==> src/shared/fpx_pkg.sv <==
// fpx_pkg: constants and types of the floating-point exception unit.
// assumes one 25 MHz clock and an arithmetic datapath beside the unit.
package fpx_pkg;
   // address width of the instruction pointer
   localparam int ADDR_W = 20;
   localparam int FLAG_W = 6;
   // flag positions in the exception flag vector, precedence order
   localparam int FLG_IE = 0;
   localparam int FLG_DE = 1;
   localparam int FLG_ZE = 2;
   localparam int FLG_OE = 3;
   localparam int FLG_UE = 4;
   localparam int FLG_PE = 5;
   localparam logic [FLAG_W-1:0] FLAGS_RST = 6'h00;
   localparam logic [ADDR_W-1:0] ADDR_RST  = 20'h00000;
   // internal activity after reset release, in clocks
   localparam int INIT_CLOCKS = 25;
   localparam int INIT_CYCLES = INIT_CLOCKS;
   localparam logic [4:0] INIT_LAST = 5'(INIT_CYCLES - 1);

   typedef enum logic [1:0] {
      RND_NEAR = 2'b00,
      RND_DOWN = 2'b01,
      RND_UP   = 2'b10,
      RND_CHOP = 2'b11
   } fpx_rnd_e;

   typedef enum logic [3:0] {
      OP_ADD    = 4'h0,
      OP_MUL    = 4'h1,
      OP_DIV    = 4'h2,
      OP_SQRT   = 4'h3,
      OP_PREM   = 4'h4,
      OP_BCDST  = 4'h5,
      OP_INTST  = 4'h6,
      OP_CMP    = 4'h7,
      OP_LDEXT  = 4'h8,
      OP_LDSD   = 4'h9,
      OP_XTRACT = 4'hA,
      OP_TRANS  = 4'hB,
      OP_PTAN   = 4'hC,
      OP_SCALE  = 4'hD,
      OP_NOP    = 4'hE
   } fpx_op_e;

   typedef enum logic [2:0] {
      CLS_ZERO  = 3'h0,
      CLS_NORM  = 3'h1,
      CLS_DEN   = 3'h2,
      CLS_INF   = 3'h3,
      CLS_QNAN  = 3'h4,
      CLS_SNAN  = 3'h5,
      CLS_UNSUP = 3'h6
   } fpx_cls_e;

   typedef enum logic [3:0] {
      RES_DP      = 4'h0,
      RES_QNAN    = 4'h1,
      RES_QNAN2   = 4'h2,
      RES_INF     = 4'h3,
      RES_NINF_2  = 4'h4,
      RES_ZERO    = 4'h5,
      RES_MAXFIN  = 4'h6,
      RES_IND_INT = 4'h7,
      RES_IND_BCD = 4'h8,
      RES_DENORM  = 4'h9
   } fpx_res_e;
endpackage : fpx_pkg

==> src/shared/fpx_cls_if.sv <==
// fpx_cls_if: operand facts in, pre-operation verdict out.
// assumes the main unit drives the facts from its latched request.
`timescale 1ns/1ns
interface fpx_cls_if;
   import fpx_pkg::*;
   fpx_op_e  op;
   fpx_cls_e a_cls;
   fpx_cls_e b_cls;
   logic     a_sign;
   logic     b_sign;
   logic     stack_err;
   logic     stack_over;
   logic     inv;
   logic     den;
   logic     zdiv;
   fpx_res_e kind;
   logic     sign;
   logic     under_ok;

   modport unit (output op, a_cls, b_cls, a_sign, b_sign, stack_err, stack_over,
                 input inv, den, zdiv, kind, sign, under_ok);
   modport judge (input op, a_cls, b_cls, a_sign, b_sign, stack_err, stack_over,
                  output inv, den, zdiv, kind, sign, under_ok);
endinterface : fpx_cls_if

==> src/fpx_classify.sv <==
// fpx_classify: combinational pre-operation exception verdict.
// assumes operand classes are stable while the unit sits in its check state.
`timescale 1ns/1ns
module fpx_classify (
   fpx_cls_if.judge c
);
   import fpx_pkg::*;

   // operand facts
   wire two_op  = c.op inside {OP_ADD, OP_MUL, OP_DIV, OP_PREM, OP_CMP, OP_SCALE};
   wire a_zero  = c.a_cls == CLS_ZERO;
   wire b_zero  = two_op && c.b_cls == CLS_ZERO;
   wire a_inf   = c.a_cls == CLS_INF;
   wire b_inf   = two_op && c.b_cls == CLS_INF;
   wire a_fin   = c.a_cls inside {CLS_NORM, CLS_DEN};
   wire a_real  = a_fin || a_zero;
   wire any_sn  = c.a_cls == CLS_SNAN || (two_op && c.b_cls == CLS_SNAN);
   wire any_qn  = c.a_cls == CLS_QNAN || (two_op && c.b_cls == CLS_QNAN);
   wire any_un  = c.a_cls == CLS_UNSUP || (two_op && c.b_cls == CLS_UNSUP);
   wire any_den = c.a_cls == CLS_DEN || (two_op && c.b_cls == CLS_DEN);
   wire ldext   = c.op == OP_LDEXT;
   wire strict  = c.op inside {OP_CMP, OP_INTST, OP_BCDST};

   // invalid operation sources; extended load is not numeric
   wire inv_nan = !ldext && (any_sn || any_un || (strict && any_qn));
   wire inv_add = c.op == OP_ADD && a_inf && b_inf && (c.a_sign != c.b_sign);
   wire inv_mul = c.op == OP_MUL && ((a_zero && b_inf) || (a_inf && b_zero));
   wire inv_div = c.op == OP_DIV && ((a_zero && b_zero) || (a_inf && b_inf));
   wire inv_sqr = c.op == OP_SQRT && c.a_sign && (a_fin || a_inf);
   wire inv_scl = c.op == OP_SCALE && a_zero && b_inf;
   assign c.inv = c.stack_err || inv_nan || inv_add || inv_mul || inv_div || inv_sqr || inv_scl;

   // denormals are flagged, never judged invalid, except on extended load and NOP
   assign c.den = !ldext && c.op != OP_NOP && any_den;
   assign c.zdiv = (c.op == OP_DIV && b_zero && a_fin) ||
                   (c.op == OP_XTRACT && a_zero);
   assign c.under_ok = c.op inside {OP_ADD, OP_MUL, OP_DIV, OP_SQRT, OP_PREM,
                                    OP_BCDST, OP_TRANS, OP_SCALE};

   // masked default result chosen before any arithmetic happens
   wire scl_inf = c.op == OP_SCALE && b_inf && a_real;
   assign c.kind = (c.stack_err && c.stack_over && c.op == OP_PTAN) ? RES_QNAN2 :
                   (c.inv && c.op == OP_BCDST) ? RES_IND_BCD :
                   (c.inv && c.op == OP_INTST) ? RES_IND_INT :
                   c.inv ? RES_QNAN :
                   (c.zdiv && c.op == OP_XTRACT) ? RES_NINF_2 :
                   c.zdiv ? RES_INF :
                   scl_inf ? (c.b_sign ? RES_ZERO : RES_INF) :
                   any_qn ? RES_QNAN : RES_DP;
   assign c.sign = (c.zdiv && c.op == OP_XTRACT) ? 1'b1 :
                   (c.op == OP_DIV) ? (c.a_sign ^ c.b_sign) : c.a_sign;
endmodule : fpx_classify

==> src/fpx_unit.sv <==
// fpx_unit: numeric exception detection, masked results and error report.
// assumes the datapath reports result facts with res_valid after dp_go was sent,
// and that the host samples error_n only on its next escape instruction.
`timescale 1ns/1ns
module fpx_unit (
   input  wire logic                         clk,
   input  wire logic                         reset,
   input  wire logic                         op_start,
   input  wire fpx_pkg::fpx_op_e             op_code,
   input  wire fpx_pkg::fpx_cls_e            a_cls,
   input  wire logic                         a_sign,
   input  wire fpx_pkg::fpx_cls_e            b_cls,
   input  wire logic                         b_sign,
   input  wire logic                         stack_err,
   input  wire logic                         stack_over,
   input  wire logic [fpx_pkg::FLAG_W-1:0]   exc_mask,
   input  wire fpx_pkg::fpx_rnd_e            rnd_mode,
   input  wire logic                         clear_req,
   input  wire logic                         fetch_valid,
   input  wire logic [fpx_pkg::ADDR_W-1:0]   fetch_addr,
   input  wire logic                         fetch_prefix,
   input  wire logic                         fetch_escape,
   input  wire logic                         res_valid,
   input  wire logic                         res_overflow,
   input  wire logic                         res_massive,
   input  wire logic                         res_tiny,
   input  wire logic                         res_lossy,
   input  wire logic                         res_inexact,
   input  wire logic                         res_sign,
   output logic                              busy,
   output logic                              error_n,
   output logic [fpx_pkg::FLAG_W-1:0]        exc_flags,
   output logic                              stack_fault_flag,
   output logic                              error_summary_bit,
   output logic [fpx_pkg::ADDR_W-1:0]        fault_addr,
   output logic                              norm_req,
   output logic                              dp_go,
   output logic                              result_write,
   output logic                              result_abort,
   output fpx_pkg::fpx_res_e                 result_kind,
   output logic                              result_sign
);
   import fpx_pkg::*;

   // control states
   typedef enum logic [2:0] {
      ST_INIT   = 3'b000,
      ST_IDLE   = 3'b001,
      ST_CHECK  = 3'b010,
      ST_DP     = 3'b011,
      ST_COMMIT = 3'b100,
      ST_REPORT = 3'b101,
      ST_CLEAR  = 3'b110
   } fpx_state_e;

   // masked overflow result by rounding direction and sign
   function automatic fpx_res_e ovf_kind(input fpx_rnd_e rm, input logic sgn);
      fpx_res_e k;
      k = RES_INF;

      unique case (rm)
         RND_NEAR: k = RES_INF;
         RND_CHOP: k = RES_MAXFIN;
         RND_DOWN: k = sgn ? RES_INF : RES_MAXFIN;
         RND_UP:   k = sgn ? RES_MAXFIN : RES_INF;
      endcase
      return k;
   endfunction : ovf_kind

   // control, request
   fpx_state_e              state_q, state_d;
   logic [4:0]              init_cnt_q;
   fpx_op_e                 op_q;
   fpx_cls_e                a_cls_q, b_cls_q;
   logic                    a_sign_q, b_sign_q, stk_err_q, stk_over_q;

   // staged outcome
   logic [FLAG_W-1:0]       pend_q, pend_d;
   logic                    sf_q, sf_d;
   fpx_res_e                kind_q, kind_d;
   logic                    sign_q, sign_d, abort_q, abort_d;

   // address tracking
   logic                    pfx_pend_q;
   logic [ADDR_W-1:0]       pfx_addr_q, esc_addr_q, ip_q;

   fpx_cls_if cls ();

   // classifier sees the request as latched at start
   assign cls.op         = op_q;
   assign cls.a_cls      = a_cls_q;
   assign cls.b_cls      = b_cls_q;
   assign cls.a_sign     = a_sign_q;
   assign cls.b_sign     = b_sign_q;

   assign cls.stack_err  = stk_err_q;
   assign cls.stack_over = stk_over_q;

   // judge latched operands
   fpx_classify u_classify (
      .c (cls.judge)
   );

   // pre-operation precedence: invalid, then denormal, then zero divide
   wire pre_ie   = cls.inv;
   wire pre_de   = cls.den && !pre_ie;
   wire de_stop  = pre_de && !exc_mask[FLG_DE];
   wire pre_ze   = cls.zdiv && !pre_ie && !de_stop;
   wire pre_stop = (pre_ie && !exc_mask[FLG_IE]) || de_stop ||
                   (pre_ze && !exc_mask[FLG_ZE]);

   wire go_dp    = !pre_stop && !pre_ie && !pre_ze && cls.kind == RES_DP;
   wire do_norm  = pre_de && exc_mask[FLG_DE];

   // post-operation flags from the datapath result facts
   wire post_oe  = res_overflow;
   wire tiny_ok  = cls.under_ok && res_tiny;
   wire post_ue  = tiny_ok && (!exc_mask[FLG_UE] || res_lossy);
   wire post_pe  = res_inexact || (post_oe && exc_mask[FLG_OE]);

   // above the pre-op flags
   wire [FLAG_W-1:0] post_flags = {post_pe, post_ue, post_oe, 3'b000};
   wire [FLAG_W-1:0] pre_flags  = {3'b000, pre_ze, pre_de, pre_ie};

   // result chosen on over/underflow
   wire fpx_res_e ovf_res = exc_mask[FLG_OE] ? ovf_kind(rnd_mode, res_sign) :
                            (res_massive ? RES_INF : RES_DP);

   wire fpx_res_e unf_res = exc_mask[FLG_UE] ? RES_DENORM :
                            (res_massive ? RES_ZERO : RES_DP);

   wire fpx_res_e post_res = post_oe ? ovf_res : (tiny_ok ? unf_res : RES_DP);

   // any pending flag whose mask is clear makes the commit a reported error
   wire unmasked_hit = |(pend_q & ~exc_mask);

   // next state and staged results
   always_comb begin
      state_d = state_q;
      pend_d  = pend_q;
      sf_d    = sf_q;
      kind_d  = kind_q;
      sign_d  = sign_q;
      abort_d = abort_q;

      unique case (state_q)
         ST_INIT: begin
            if (init_cnt_q == INIT_LAST) state_d = ST_IDLE;
         end

         ST_IDLE: begin
            if (clear_req) begin
               state_d = ST_CLEAR;
            end else if (op_start) begin
               state_d = ST_CHECK;
               pend_d  = FLAGS_RST;
               sf_d    = 1'b0;
               abort_d = 1'b0;
            end
         end

         ST_CHECK: begin
            pend_d  = pre_flags;
            sf_d    = stk_err_q;
            kind_d  = cls.kind;
            sign_d  = cls.sign;
            abort_d = pre_stop;
            state_d = go_dp ? ST_DP : ST_COMMIT;
         end

         ST_DP: begin
            if (res_valid) begin
               pend_d  = pend_q | post_flags;
               kind_d  = post_res;
               sign_d  = res_sign;
               state_d = ST_COMMIT;
            end
         end

         // commit or clear, then report, then idle
         ST_COMMIT: state_d = ST_REPORT;
         ST_REPORT: state_d = ST_IDLE;
         ST_CLEAR:  state_d = ST_REPORT;
         default:   state_d = ST_IDLE;
      endcase
   end

   // control state and init counter
   always_ff @(posedge clk or posedge reset) begin
      if (reset) begin
         state_q    <= ST_INIT;
         init_cnt_q <= 5'h00;
      end else begin
         state_q    <= state_d;
         init_cnt_q <= (state_q == ST_INIT) ? init_cnt_q + 5'h01 : 5'h00;
      end
   end

   // latch the request at start so operands may change behind us
   always_ff @(posedge clk or posedge reset) begin
      if (reset) begin
         op_q       <= OP_NOP;
         a_cls_q    <= CLS_ZERO;
         b_cls_q    <= CLS_ZERO;
         a_sign_q   <= 1'b0;
         b_sign_q   <= 1'b0;
         stk_err_q  <= 1'b0;
         stk_over_q <= 1'b0;
      end else if (state_q == ST_IDLE && op_start && !clear_req) begin
         op_q       <= op_code;
         a_cls_q    <= a_cls;
         b_cls_q    <= b_cls;
         a_sign_q   <= a_sign;
         b_sign_q   <= b_sign;
         stk_err_q  <= stack_err;
         stk_over_q <= stack_over;
      end
   end

   // staged flags and result for the commit
   always_ff @(posedge clk or posedge reset) begin
      if (reset) begin
         pend_q  <= FLAGS_RST;
         sf_q    <= 1'b0;
         kind_q  <= RES_DP;
         sign_q  <= 1'b0;
         abort_q <= 1'b0;
      end else begin
         pend_q  <= pend_d;
         sf_q    <= sf_d;
         kind_q  <= kind_d;
         sign_q  <= sign_d;
         abort_q <= abort_d;
      end
   end

   // prefix tracking: the first prefix byte marks the instruction start
   always_ff @(posedge clk or posedge reset) begin
      if (reset) begin
         pfx_pend_q <= 1'b0;
         pfx_addr_q <= ADDR_RST;
         esc_addr_q <= ADDR_RST;
      end else if (fetch_valid) begin
         if (fetch_prefix) begin
            if (!pfx_pend_q) pfx_addr_q <= fetch_addr;
            pfx_pend_q <= 1'b1;
         end else begin
            // else own address
            if (fetch_escape) esc_addr_q <= pfx_pend_q ? pfx_addr_q : fetch_addr;
            pfx_pend_q <= 1'b0;
         end
      end
   end

   // instruction pointer of the op in flight, kept as fault address
   always_ff @(posedge clk or posedge reset) begin
      if (reset) begin
         ip_q       <= ADDR_RST;
         fault_addr <= ADDR_RST;
      end else begin
         if (state_q == ST_IDLE && op_start && !clear_req) ip_q <= esc_addr_q;
         // clean ops keep it
         if (state_q == ST_COMMIT && |pend_q) fault_addr <= ip_q;
      end
   end

   // sticky flags; clear only runs in its own state, so no set is lost
   always_ff @(posedge clk or posedge reset) begin
      if (reset) begin
         exc_flags         <= FLAGS_RST;
         stack_fault_flag  <= 1'b0;
         error_summary_bit <= 1'b0;
      end else if (state_q == ST_CLEAR) begin
         exc_flags         <= FLAGS_RST;
         stack_fault_flag  <= 1'b0;
         error_summary_bit <= 1'b0;
      end else if (state_q == ST_COMMIT) begin
         exc_flags         <= exc_flags | pend_q;
         stack_fault_flag  <= stack_fault_flag | sf_q;
         error_summary_bit <= error_summary_bit | unmasked_hit;
      end
   end

   // busy high through reset and every non-idle state
   always_ff @(posedge clk or posedge reset) begin
      if (reset) busy <= 1'b1;
      else       busy <= state_d != ST_IDLE;
   end

   // error pin: dedicated active-low line, moved only inside busy
   always_ff @(posedge clk or posedge reset) begin
      if (reset) error_n <= 1'b1;
      else if (busy && state_q == ST_REPORT) error_n <= !error_summary_bit;
   end

   // one-cycle strobes toward the datapath and register stack
   always_ff @(posedge clk or posedge reset) begin
      if (reset) begin
         norm_req     <= 1'b0;
         dp_go        <= 1'b0;
         result_write <= 1'b0;
         result_abort <= 1'b0;
         result_kind  <= RES_DP;
         result_sign  <= 1'b0;
      end else begin
         norm_req     <= state_q == ST_CHECK && do_norm && !pre_stop;
         dp_go        <= state_q == ST_CHECK && go_dp;
         result_write <= state_q == ST_COMMIT && !abort_q;
         result_abort <= state_q == ST_COMMIT && abort_q;

         // held to next commit
         if (state_q == ST_COMMIT) begin
            result_kind <= kind_q;
            result_sign <= sign_q;
         end
      end
   end
endmodule : fpx_unit

==> config.mk <==
export PLATFORM = sky130hd
export DESIGN_NAME = fpx_unit
export DESIGN_NICKNAME = d
export VERILOG_FILES = /design/src/shared/fpx_pkg.sv /design/src/shared/fpx_cls_if.sv /design/src/fpx_classify.sv /design/src/fpx_unit.sv
export SDC_FILE = /design/constraint.sdc
export NUM_CORES = 1
export LEC_CHECK = 0
export BUFFER_PORTS_ARGS = -buffer_cell sky130_fd_sc_hd__buf_2
export CORE_ASPECT_RATIO = 1.4
export CORE_MARGIN = 3
export CORE_UTILIZATION = 55
export CTS_CLUSTER_DIAMETER = 50
export CTS_CLUSTER_SIZE = 12
export DETAILED_ROUTE_END_ITERATION = 8
export GPL_TIMING_DRIVEN = 0
export PLACE_DENSITY_LB_ADDON = 0.15
export SLEW_MARGIN = 40
export SYNTH_ARGS = -nofsm -noshare
export SYNTH_HDL_FRONTEND = slang
export SYNTH_SLANG_ARGS = --single-unit
==> constraint.sdc <==
create_clock -name clk -period 4.39 [get_ports clk]
set_input_delay 0.2195 -clock clk [delete_from_list [all_inputs] [get_ports clk]]
set_output_delay 0.2195 -clock clk [all_outputs]
set_load 0.05 [all_outputs]
Word level (Yosys, flattened, before mapping)
Cells that the tools add are included.
{ "totals": {"ff_bits": 135, "latchBits": 0, "mem_bits_rw": 0, "romBits": 0, "input_bits": 56, "output_inout_bits": 39, "wordCells": 235, "memories": 0} }
{ "op_classes": {"addsub": 1, "multipliers": 0, "div_mod_pow": 0, "order_cmp": 0, "n_eq_ne": 39, "shifts": 0, "muxes": 47, "bitwise": 8, "reduce_logical": 110} }
{ "ops": {"columns": ["operator", "count"], "rows": [
  ["1-bit logical AND", 55],
  ["4-bit two-way mux", 12],
  ["6-bit two-way mux", 5],
  ["3-bit equality test, second input constant", 9],
  ["3-bit two-way mux", 9],
  ["1-bit logical OR", 21],
  ["4-bit equality test, second input constant", 5],
  ["20-bit two-way mux", 1],
  ["3-bit by 2-bit equality test with 1-bit output, second input constant", 6],
  ["6-bit one-hot mux with 3 select lines", 1],
  ["4-bit by 3-bit equality test with 1-bit output, second input constant", 4],
  ["4-bit one-hot mux with 4 select lines", 1],
  ["3-bit one-hot mux with 5 select lines", 1],
  ["1-bit zero test", 12],
  ["6-bit bitwise OR", 2],
  ["6-bit OR reduction", 2],
  ["1-bit two-way mux", 11],
  ["3-bit zero test", 3],
  ["4-bit by 2-bit equality test with 1-bit output, second input constant", 2],
  ["4-bit zero test", 2],
  ["4-bit one-hot mux with 2 select lines", 1],
  ["2-bit nonzero test", 4],
  ["8-bit nonzero test", 1],
  ["6-bit AND", 1],
  ["24 further kinds", 34]
]} }

Depth between registers and ports, before layout
Gate-level depths: netlist (run 1).
{ "depth": {"word_depth": 27, "mapped_depth": 9} }

By module
From an unflattened synthesis (run 1), not the netlist that was laid out.
{ "unflattened": {"hier_cells": 525, "hier_area_um2": 6159.7} }
{ "modules_own_cells": {"columns": ["module", "n_inst", "cells_each", "area_each_um2", "seq_area_each_um2"], "rows": [
  ["fpx_unit", 1, 434, 5592.9, 3384.5],
  ["fpx_classify", 1, 91, 566.8, 0.0]
]} }

Worst setup path after synthesis (run 1)
No wires, ideal clock.
{ "synth_timing": {"path_kind": "register -> register", "startpoint": "register op_q[1], in the netlist cls.op[1]", "endpoint": "register kind_q[1]", "t_arrival_ns": 2.119, "required_ns": 4.309, "setup_slack_ns": 2.190, "path_stages_with_launch": 9, "path_buffers": 2, "period_less_slack_ns": 2.200, "cell_sequence": "dfstp_2 -> buf_2 -> xor2_1 -> a311oi_1 -> a211oi_2 -> and4b_1 -> buf_6 -> or4b_4 -> a31oi_2"} }
{ "synth_between": {"elab_chain_len": 18, "elab_cells_between_ends": 72} }
{ "synth_rtl": {"columns": ["item", "line_no", "text"], "rows": [
  ["start: declaration", "fpx_unit.sv:73", "fpx_op_e op_q;"],
  ["start signal: assignment", "fpx_unit.sv:210", "op_q <= op_code;"],
  ["4-bit by 1-bit equality test with 1-bit output, or another cell as far along", "fpx_classify.sv:10, fpx_classify.sv:27, fpx_classify.sv:37", null],
  ["6-bit nonzero test", "fpx_classify.sv:10", "wire two_op = c.op inside {OP_ADD, OP_MUL, OP_DIV, OP_PREM, OP_CMP, OP_SCALE};"],
  ["1-bit logical AND, on equally long branches", "fpx_classify.sv:17, fpx_classify.sv:18, fpx_classify.sv:19", null],
  ["1-bit logical OR, on equally long branches", "fpx_classify.sv:17, fpx_classify.sv:18, fpx_classify.sv:19", null],
  ["1-bit logical OR / 1-bit logical AND (equally long branches)", "fpx_classify.sv:25", "wire inv_nan = !ldext && (any_sn || any_un || (strict && any_qn));"],
  ["1-bit logical OR", "fpx_classify.sv:25", null],
  ["1-bit logical AND", "fpx_classify.sv:25", null],
  ["1-bit logical OR (6 in a row)", "fpx_classify.sv:31", "assign c.inv = c.stack_err || inv_nan || inv_add || inv_mul || inv_div || inv_sqr || inv_scl;"],
  ["4-bit two-way mux / 1-bit logical AND (equally long branches)", "fpx_classify.sv:45, fpx_classify.sv:44", null],
  ["4-bit two-way mux", "fpx_classify.sv:44", "(c.inv && c.op == OP_INTST) ? RES_IND_INT :"],
  ["4-bit two-way mux", "fpx_classify.sv:43", "(c.inv && c.op == OP_BCDST) ? RES_IND_BCD :"],
  ["4-bit two-way mux", "fpx_classify.sv:42", "assign c.kind = (c.stack_err && c.stack_over && c.op == OP_PTAN) ? RES_QNAN2 :"],
  ["4-bit one-hot mux with 2 select lines (*)", "fpx_unit.sv:146", "unique case (state_q)"],
  ["end signal: assignment", "fpx_unit.sv:231", "kind_q <= kind_d;"],
  ["end: declaration", "fpx_unit.sv:80", "fpx_res_e kind_q, kind_d;"]
]} }
Mark *: on every way between the ends. The rest lies on a longest branch, timed or not. The select of a mux whose other input is x is not followed.
A chain may end at the register's enable or synchronous reset.

Worst setup path after layout (run 1)
Same ends and word-level chain as after synthesis.

==> flow_metrics.tcl, run 1 <==
set metrics [dict create \
    cts_resized 0 \
    grt_pass1_vias 4633 \
    grt.overflow.total 0 \
    clk_root_buffer_cell "clkbuf_16" \
    ir_drop_v 0.000375 \
    fp-row-count 45 \
    die_area_sq_um 12600 \
    antenna_cells 0 \
    wl_mm 13.7 \
    period_needed_ps 2430 \
    grt_use_total 0.231 \
    min_period_over_period 0.553 \
    end_kind "flip-flop" \
    multi_input_area_sq_um 2580 \
    pre_cts_slack_ps 1980 \
    ys_seq_area_frac 0.547 \
    slew_headroom 0.528 \
    run_status "finished clean" \
    drc 0 \
    wl_per_cell_um 17.1 \
    syn_nets 591 \
    initial_utilization 0.566 \
    core_area_sq_um 10900 \
    fin_ws_ps 1960 \
    yosys_warnings 0 \
    hpwl_mm 10.1 \
    critPathLaunchType "flip-flop" \
    worst-r2r-setup-slack_ps 1960 \
    final_core_util 0.688 \
    power_mw 5.72 \
    syn_area_per_cell_sq_um 11.6 \
    cp_data_required_time_ps 4730 \
    grt_max_degree 82 \
    syn_to_final_growth_pct 21.5 \
    stdcell_count 803 \
    fillers 856 \
    num_io_pins 95 \
    hold_ws_ps 38.6 \
    synth_edf_count 0 \
    synth_cells 533 \
    first_iter_violations 157 \
    rsz0062_at_grt "false" \
    seqCellArea_sq_um 3380 \
    setup_viol 0 \
    antenna_found_initial 0 \
    dp.cells 770 \
    cts.sinks 135 \
    vias_per_cell 5.64 \
    clkSlewWorstSetupHoldPaths_ps 60 \
    maxSlewViolCount 0 \
    grt_pass1_wl_mm 22.7 \
    drive_above_1_share 0.353 \
    num_vias 4531 \
    first_pass_iters 4 \
    h-tree-depth 4 \
    hold_class "in2reg" \
    max_freq_mhz 412 \
    worstSetupPathType "reg2reg" \
    port_buffers 94 \
    synth-main-ff-cell "dfrtp_1" \
    clock_skew_ps 7.15 \
    power_density_nw_per_um2 762 \
    nNetsFinal 707 \
    arrival_ps 2760 \
    fp.dieH_um 131 \
    hold_viol_final 0 \
    post_cts_buffers 0 \
    worst_skew_pair.late_latency_ps 410 \
    hold_buffers 1 \
    die_w_um 95.6 \
    numCtsBuffers 17 \
    maxCapViolations 0 \
    synth-async-reset-ratio 1.00 \
    critPathMaxFanout 10 \
    tightestPinTransition_ps 702 \
    cts_buffer_depth 2 \
    synth_seq_cells 135 \
    syn-cell-area_sq_um 6190 \
    cts_tree "yes" \
    tns_ps 0 \
    synth.distinct_cells 60 \
    postLayoutCellArea_sq_um 7510 \
    place_area_sq_um 6880 \
    leakage_nw 3.52 \
    place_congestion 0.884 \
    ant_nets 0 \
]
## sequential cells by signal, summed over array words and instances (netlist names), 3 cells and up
name,cells
a_cls_q,3
cls.op,4
b_cls_q,3
ip_q,20
kind_q,4
exc_flags,6
esc_addr_q,20
result_kind,4
state_q,3
pfx_addr_q,20
init_cnt_q,5
fault_addr,20
pend_q,6
## cells in the final DEF (no fill, tap or decap), types with 3 or more instances in the layout
master	n
buf_1	4
nand4_1	8
and3_1	3
clkbuf_16	17
a21o_1	3
a211oi_2	3
clkbuf_1	17
mux2_2	79
nand3b_1	5
nor3_1	6
o21ai_0	36
mux2i_1	25
a21oi_1	23
nand3_1	6
buf_2	105
nand2b_1	10
dfrtp_1	130
inv_8	3
xor2_1	6
a311oi_1	3
and2_1	4
inv_6	4
nand2_1	45
a31oi_1	6
o211ai_1	3
or3_1	3
clkinv_4	3
bufinv_16	3
nor2_1	20
inv_1	16
nor2b_1	5
nor4_1	3
dfstp_2	5
## worst max-delay path, cell delays in order (launching register included)
cell and delay, ps:
dfstp_2 510, buf_2 190, buf_2 260, nand2_1 80
nor3_1 200, a311oi_1 100, and4b_1 230, buf_6 140
or4b_4 490, a31oi_2 160
## layout make-up
cell class / count / area share
buffer: 35 / 0.0221
clock buffer: 18 / 0.0584
clock inverter: 14 / 0.0248
inverter: 17 / 0.00949
multi-input combinational: 346 / 0.343
sequential: 135 / 0.450
tap: 141 / 0.0235
timing repair buffer: 97 / 0.0683
## final timing paths
| check | start | to | cells after the start |
|---|---|---|---|
| min in group asynchronous | reset | exc_flags[2]$_DFFE_PP0N_ | 3 |
| hold reg to reg | error_summary_bit$_DFFE_PP0N_ | error_n$_DFFE_PP1P_ | 1 |
| hold / removal | b_cls[0] | b_cls_q[0]$_DFFE_PP0P_ | 2 |
| setup reg to reg | cls.op[1]$_DFFE_PP1P_ | kind_q[1]$_DFFE_PP0P_ | 9 |
| setup / recovery | cls.op[1]$_DFFE_PP1P_ | kind_q[1]$_DFFE_PP0P_ | 9 |
| max in group asynchronous | reset | cls.op[1]$_DFFE_PP1P_ | 4 |
## where the power goes
group,internal [mW],total (mW),switching [mW]
combinational,0.822,2.26,1.44
clock,0.925,1.49,0.565
sequential,1.71,1.97,0.265
## kinds of logic (layout without fill, tap and decap cells)
group | after synthesis | in the layout | share of synthesized area
simple gates | 134 | 134 | 0.114
buf+inv | 52 | 181 | 0.0372
mux | 104 | 104 | 0.184
fa+ha+maj | 2 | 2 | 0.00404
flops | 135 | 135 | 0.547
xor+xnor | 7 | 7 | 0.00991
compound gates | 99 | 99 | 0.103
## layer usage
layer,part of all wire,track usage,wire length (um)
met1,0.38,0.270,5270
met2,0.54,0.399,7390
met3,0.050,0.0527,685
met4,0.027,0.0973,374
met5,0,0,0
## cell usage after synthesis (3+ instances only)
cell / instances / area share
buf_1: 4 / 0.0024
inv_1: 17 / 0.010
mux2i_1: 25 / 0.040
o21ai_0: 36 / 0.029
nor2_1: 20 / 0.012
nand4_1: 8 / 0.0081
nor3_1: 7 / 0.0057
nand2b_1: 10 / 0.010
buf_2: 10 / 0.0081
clkbuf_1: 17 / 0.010
or3_1: 3 / 0.0030
nand3b_1: 5 / 0.0061
a21o_1: 3 / 0.0036
and2_1: 4 / 0.0040
nand2_1: 45 / 0.027
and3_1: 3 / 0.0030
xor2_1: 6 / 0.0085
dfstp_2: 5 / 0.021
nand3_1: 6 / 0.0049
dfrtp_1: 130 / 0.53
o211ai_1: 3 / 0.0036
a211oi_2: 3 / 0.0061
nor2b_1: 5 / 0.0051
a31oi_1: 6 / 0.0061
nor4_1: 3 / 0.0030
mux2_2: 79 / 0.14
a311oi_1: 3 / 0.0042
a21oi_1: 23 / 0.019
No activity file was read; power rests on OpenSTA's default activity.
==> inputs of run 2 (changes only) <==
Settings changed: CORE_UTILIZATION 55 to 51.
Clock period 4.39 ns to 2.15 ns, I/O delays scaled along.
==> run 2 against run 1 <==
Compared with the run above: non-clock buffer count increased by 62; die area increased by 7.4%; the flow now finishes with violations (setup timing); clock skew increased by 2.3 ps; sequential share of layout area decreased by 4.2 points; largest power group unchanged; core utilization increased by 1.3 points; largest cell class unchanged; critical endpoint is now kind_q[2]$_DFFE_PP0P_; combinational power increased by 130%.
==> flow_metrics.tcl, run 2 (synthesis gave the netlist of run 1 again) <==
set metrics [dict create \
    grt_pass1_wl_mm 24.2 \
    arrival_ps 2680 \
    fp.dieH_um 136 \
    die_w_um 99.1 \
    drc 0 \
    worstSetupPathType "reg2reg" \
    place_area_sq_um 7020 \
    die_area_sq_um 13500 \
    setup_viol 13 \
    cts_buffer_depth 2 \
    r2r_cells 8 \
    hold_class "in2reg" \
    min_delay_path_depth 4 \
    switching_share 0.400 \
    worst_skew_pair.late_latency_ps 410 \
    hp-start "res_inexact" \
    period_needed_ps 2360 \
    fillers 868 \
    max_freq_mhz 424 \
    cpMostUsedCell "buf_6" \
    nNetsFinal 769 \
    first_iter_violations 151 \
    clk_root_buffer_cell "clkbuf_16" \
    place_congestion 0.892 \
    p_clk_frac 0.228 \
    regToRegEndpoint "kind_q[2]$_DFFE_PP0P_" \
    numCtsBuffers 17 \
    power_mw 12.2 \
    p_seq_frac 0.335 \
    ant_nets 0 \
    layout_commonest_cell "dfrtp_1" \
    antenna_found_initial 0 \
    slew_headroom 0.489 \
    worst-r2r-setup-slack_ps -210 \
    min_period_over_period 1.10 \
    fp-row-count 47 \
    syn_to_final_growth_pct 33.9 \
    layout_common_cells "129 x dfrtp_1, 101 x buf_2, 79 x mux2_2" \
    power_density_nw_per_um2 1470 \
    initial_utilization 0.523 \
    run_status "complete, but fails checks" \
    p_comb_frac 0.437 \
    multi_input_area_sq_um 2680 \
    clkSlewWorstSetupHoldPaths_ps 60 \
    tightestPinTransition_ps 761 \
    fin_ws_ps -209 \
    max_stage_delay_ps 490 \
    rsz0062_at_grt "true" \
    tns_ps -1930 \
    grt_use_total 0.226 \
    clock_skew_ps 9.41 \
    first_pass_iters 5 \
    whs_endpoint "pend_q[5]$_DFFE_PP0P_" \
    antenna_cells 0 \
    seqCellArea_sq_um 3390 \
    wl_per_cell_um 16.7 \
    hold_viol_final 0 \
    violations "setup timing" \
    cp_data_required_time_ps 2470 \
    p_sw_mw 4.86 \
    cts_tree "yes" \
    p_int_mw 7.30 \
    ir_drop_v 0.000685 \
    leakage_nw 3.84 \
    reg2reg_from "a_cls_q[1]$_DFFE_PP0P_" \
    critPathMaxFanout 9 \
    pre_cts_slack_ps -353 \
    grt.overflow.total 0 \
    maxSlewViolCount 0 \
    postLayoutCellArea_sq_um 8280 \
    maxCapViolations 0 \
    end_kind "flip-flop" \
    vias_per_cell 5.45 \
    drive_above_1_share 0.377 \
    cts.sinks 135 \
    hpwl_mm 10.5 \
    h-tree-depth 4 \
    num_io_pins 95 \
    hold_ws_ps 51.7 \
    wl_mm 14.5 \
    num_vias 4747 \
    core_area_sq_um 11800 \
    grt_max_degree 25 \
    path_cells "buf_6 -> or2_4 -> nor4_4 -> a2111oi_4 -> and4b_1 -> buf_6 -> or4b_4 -> a31oi_1" \
    critPathLaunchType "flip-flop" \
    critPathSlowestCell "or4b_4" \
    port_buffers 94 \
    grt_pass1_vias 4947 \
]
-- run 2: changes by cell type in the layout (fill, tap and decap cells not counted), sizes merged --
cell	change
buf	+19
bufinv	-2
clkinv	+2
clkinvlp	+3
dlygate4sd3	+42
inv	-2
-- run 2: cell type report --
cell class                      instances  share of cell area
Buffer                                 34              0.0257
Clock buffer                           17              0.0514
Clock inverter                         15              0.0177
Inverter                               17             0.00816
Multi-Input combinational cell        346               0.323
Sequential cell                       135               0.409
Tap cell                              147              0.0222
Timing Repair Buffer                  160               0.143
-- run 2: worst max-delay path by stage --
stage / from / end / slack, ps / cells past startpoint
final: a_cls_q[1]$_DFFE_PP0P_ / kind_q[2]$_DFFE_PP0P_ / -210 / 8
after detailed placement: cls.op[2]$_DFFE_PP1P_ / state_q[0]$_DFF_PP0_ / -350 / 8
after global placement: state_q[2]$_DFF_PP0_ / cls.op[0]$_DFFE_PP0P_ / -770 / 4
after global routing: cls.op[2]$_DFFE_PP1P_ / abort_q$_DFFE_PP0P_ / -300 / 9
after CTS: cls.op[3]$_DFFE_PP1P_ / kind_q[2]$_DFFE_PP0P_ / -170 / 8
after floorplan: cls.op[3]$_DFFE_PP1P_ / kind_q[1]$_DFFE_PP0P_ / 4 / 8
-- run 2: metal layers --
layer,routed length (um),track usage
met2,7910,0.404
met4,324,0.0934
met3,652,0.0498
met5,0,0
met1,5660,0.258
-- run 2: what timing repair did --
item / 4_1_cts / 5_1_grt
endpoints found under the setup margin: 33 / 49
hold endpoints to repair: 86 / 0
buffers inserted: 10 / 6
hold buffers: 43 / 0
gates resized for setup: 26 / 14
cloned: 1 / 0
pin swaps: 14 / 8
-- run 2: worst max-delay path: cells and delay by family (launching register included) --
| family | cells | cell delay, ps |
|---|---|---|
| AOI/OAI and AO/OA | 2 | 260 |
| buffers and inverters | 2 | 290 |
| DFF | 1 | 400 |
| and+or+nand+nor | 4 | 1330 |
-- run 2: power by group through the flow --
stage                     sequential [mW]  clock (mW)  combinational, mW
final                                4.08        2.77               5.31
after floorplan                      4.97           0               2.56
after global routing                 4.19        2.96               5.74
after detailed placement             4.07           0               4.69
after global placement               4.02           0               4.56
after CTS                            4.08        2.84               5.11
-- run 2: stage by stage --
| step | instances | util |
|---|---|---|
| global placement | 774 | 0.581 |
| finish | 871 | 0.701 |
| global route | 871 | 0.701 |
| detailed placement | 781 | 0.594 |
| CTS | 866 | 0.693 |
| floorplan | 533 | - |
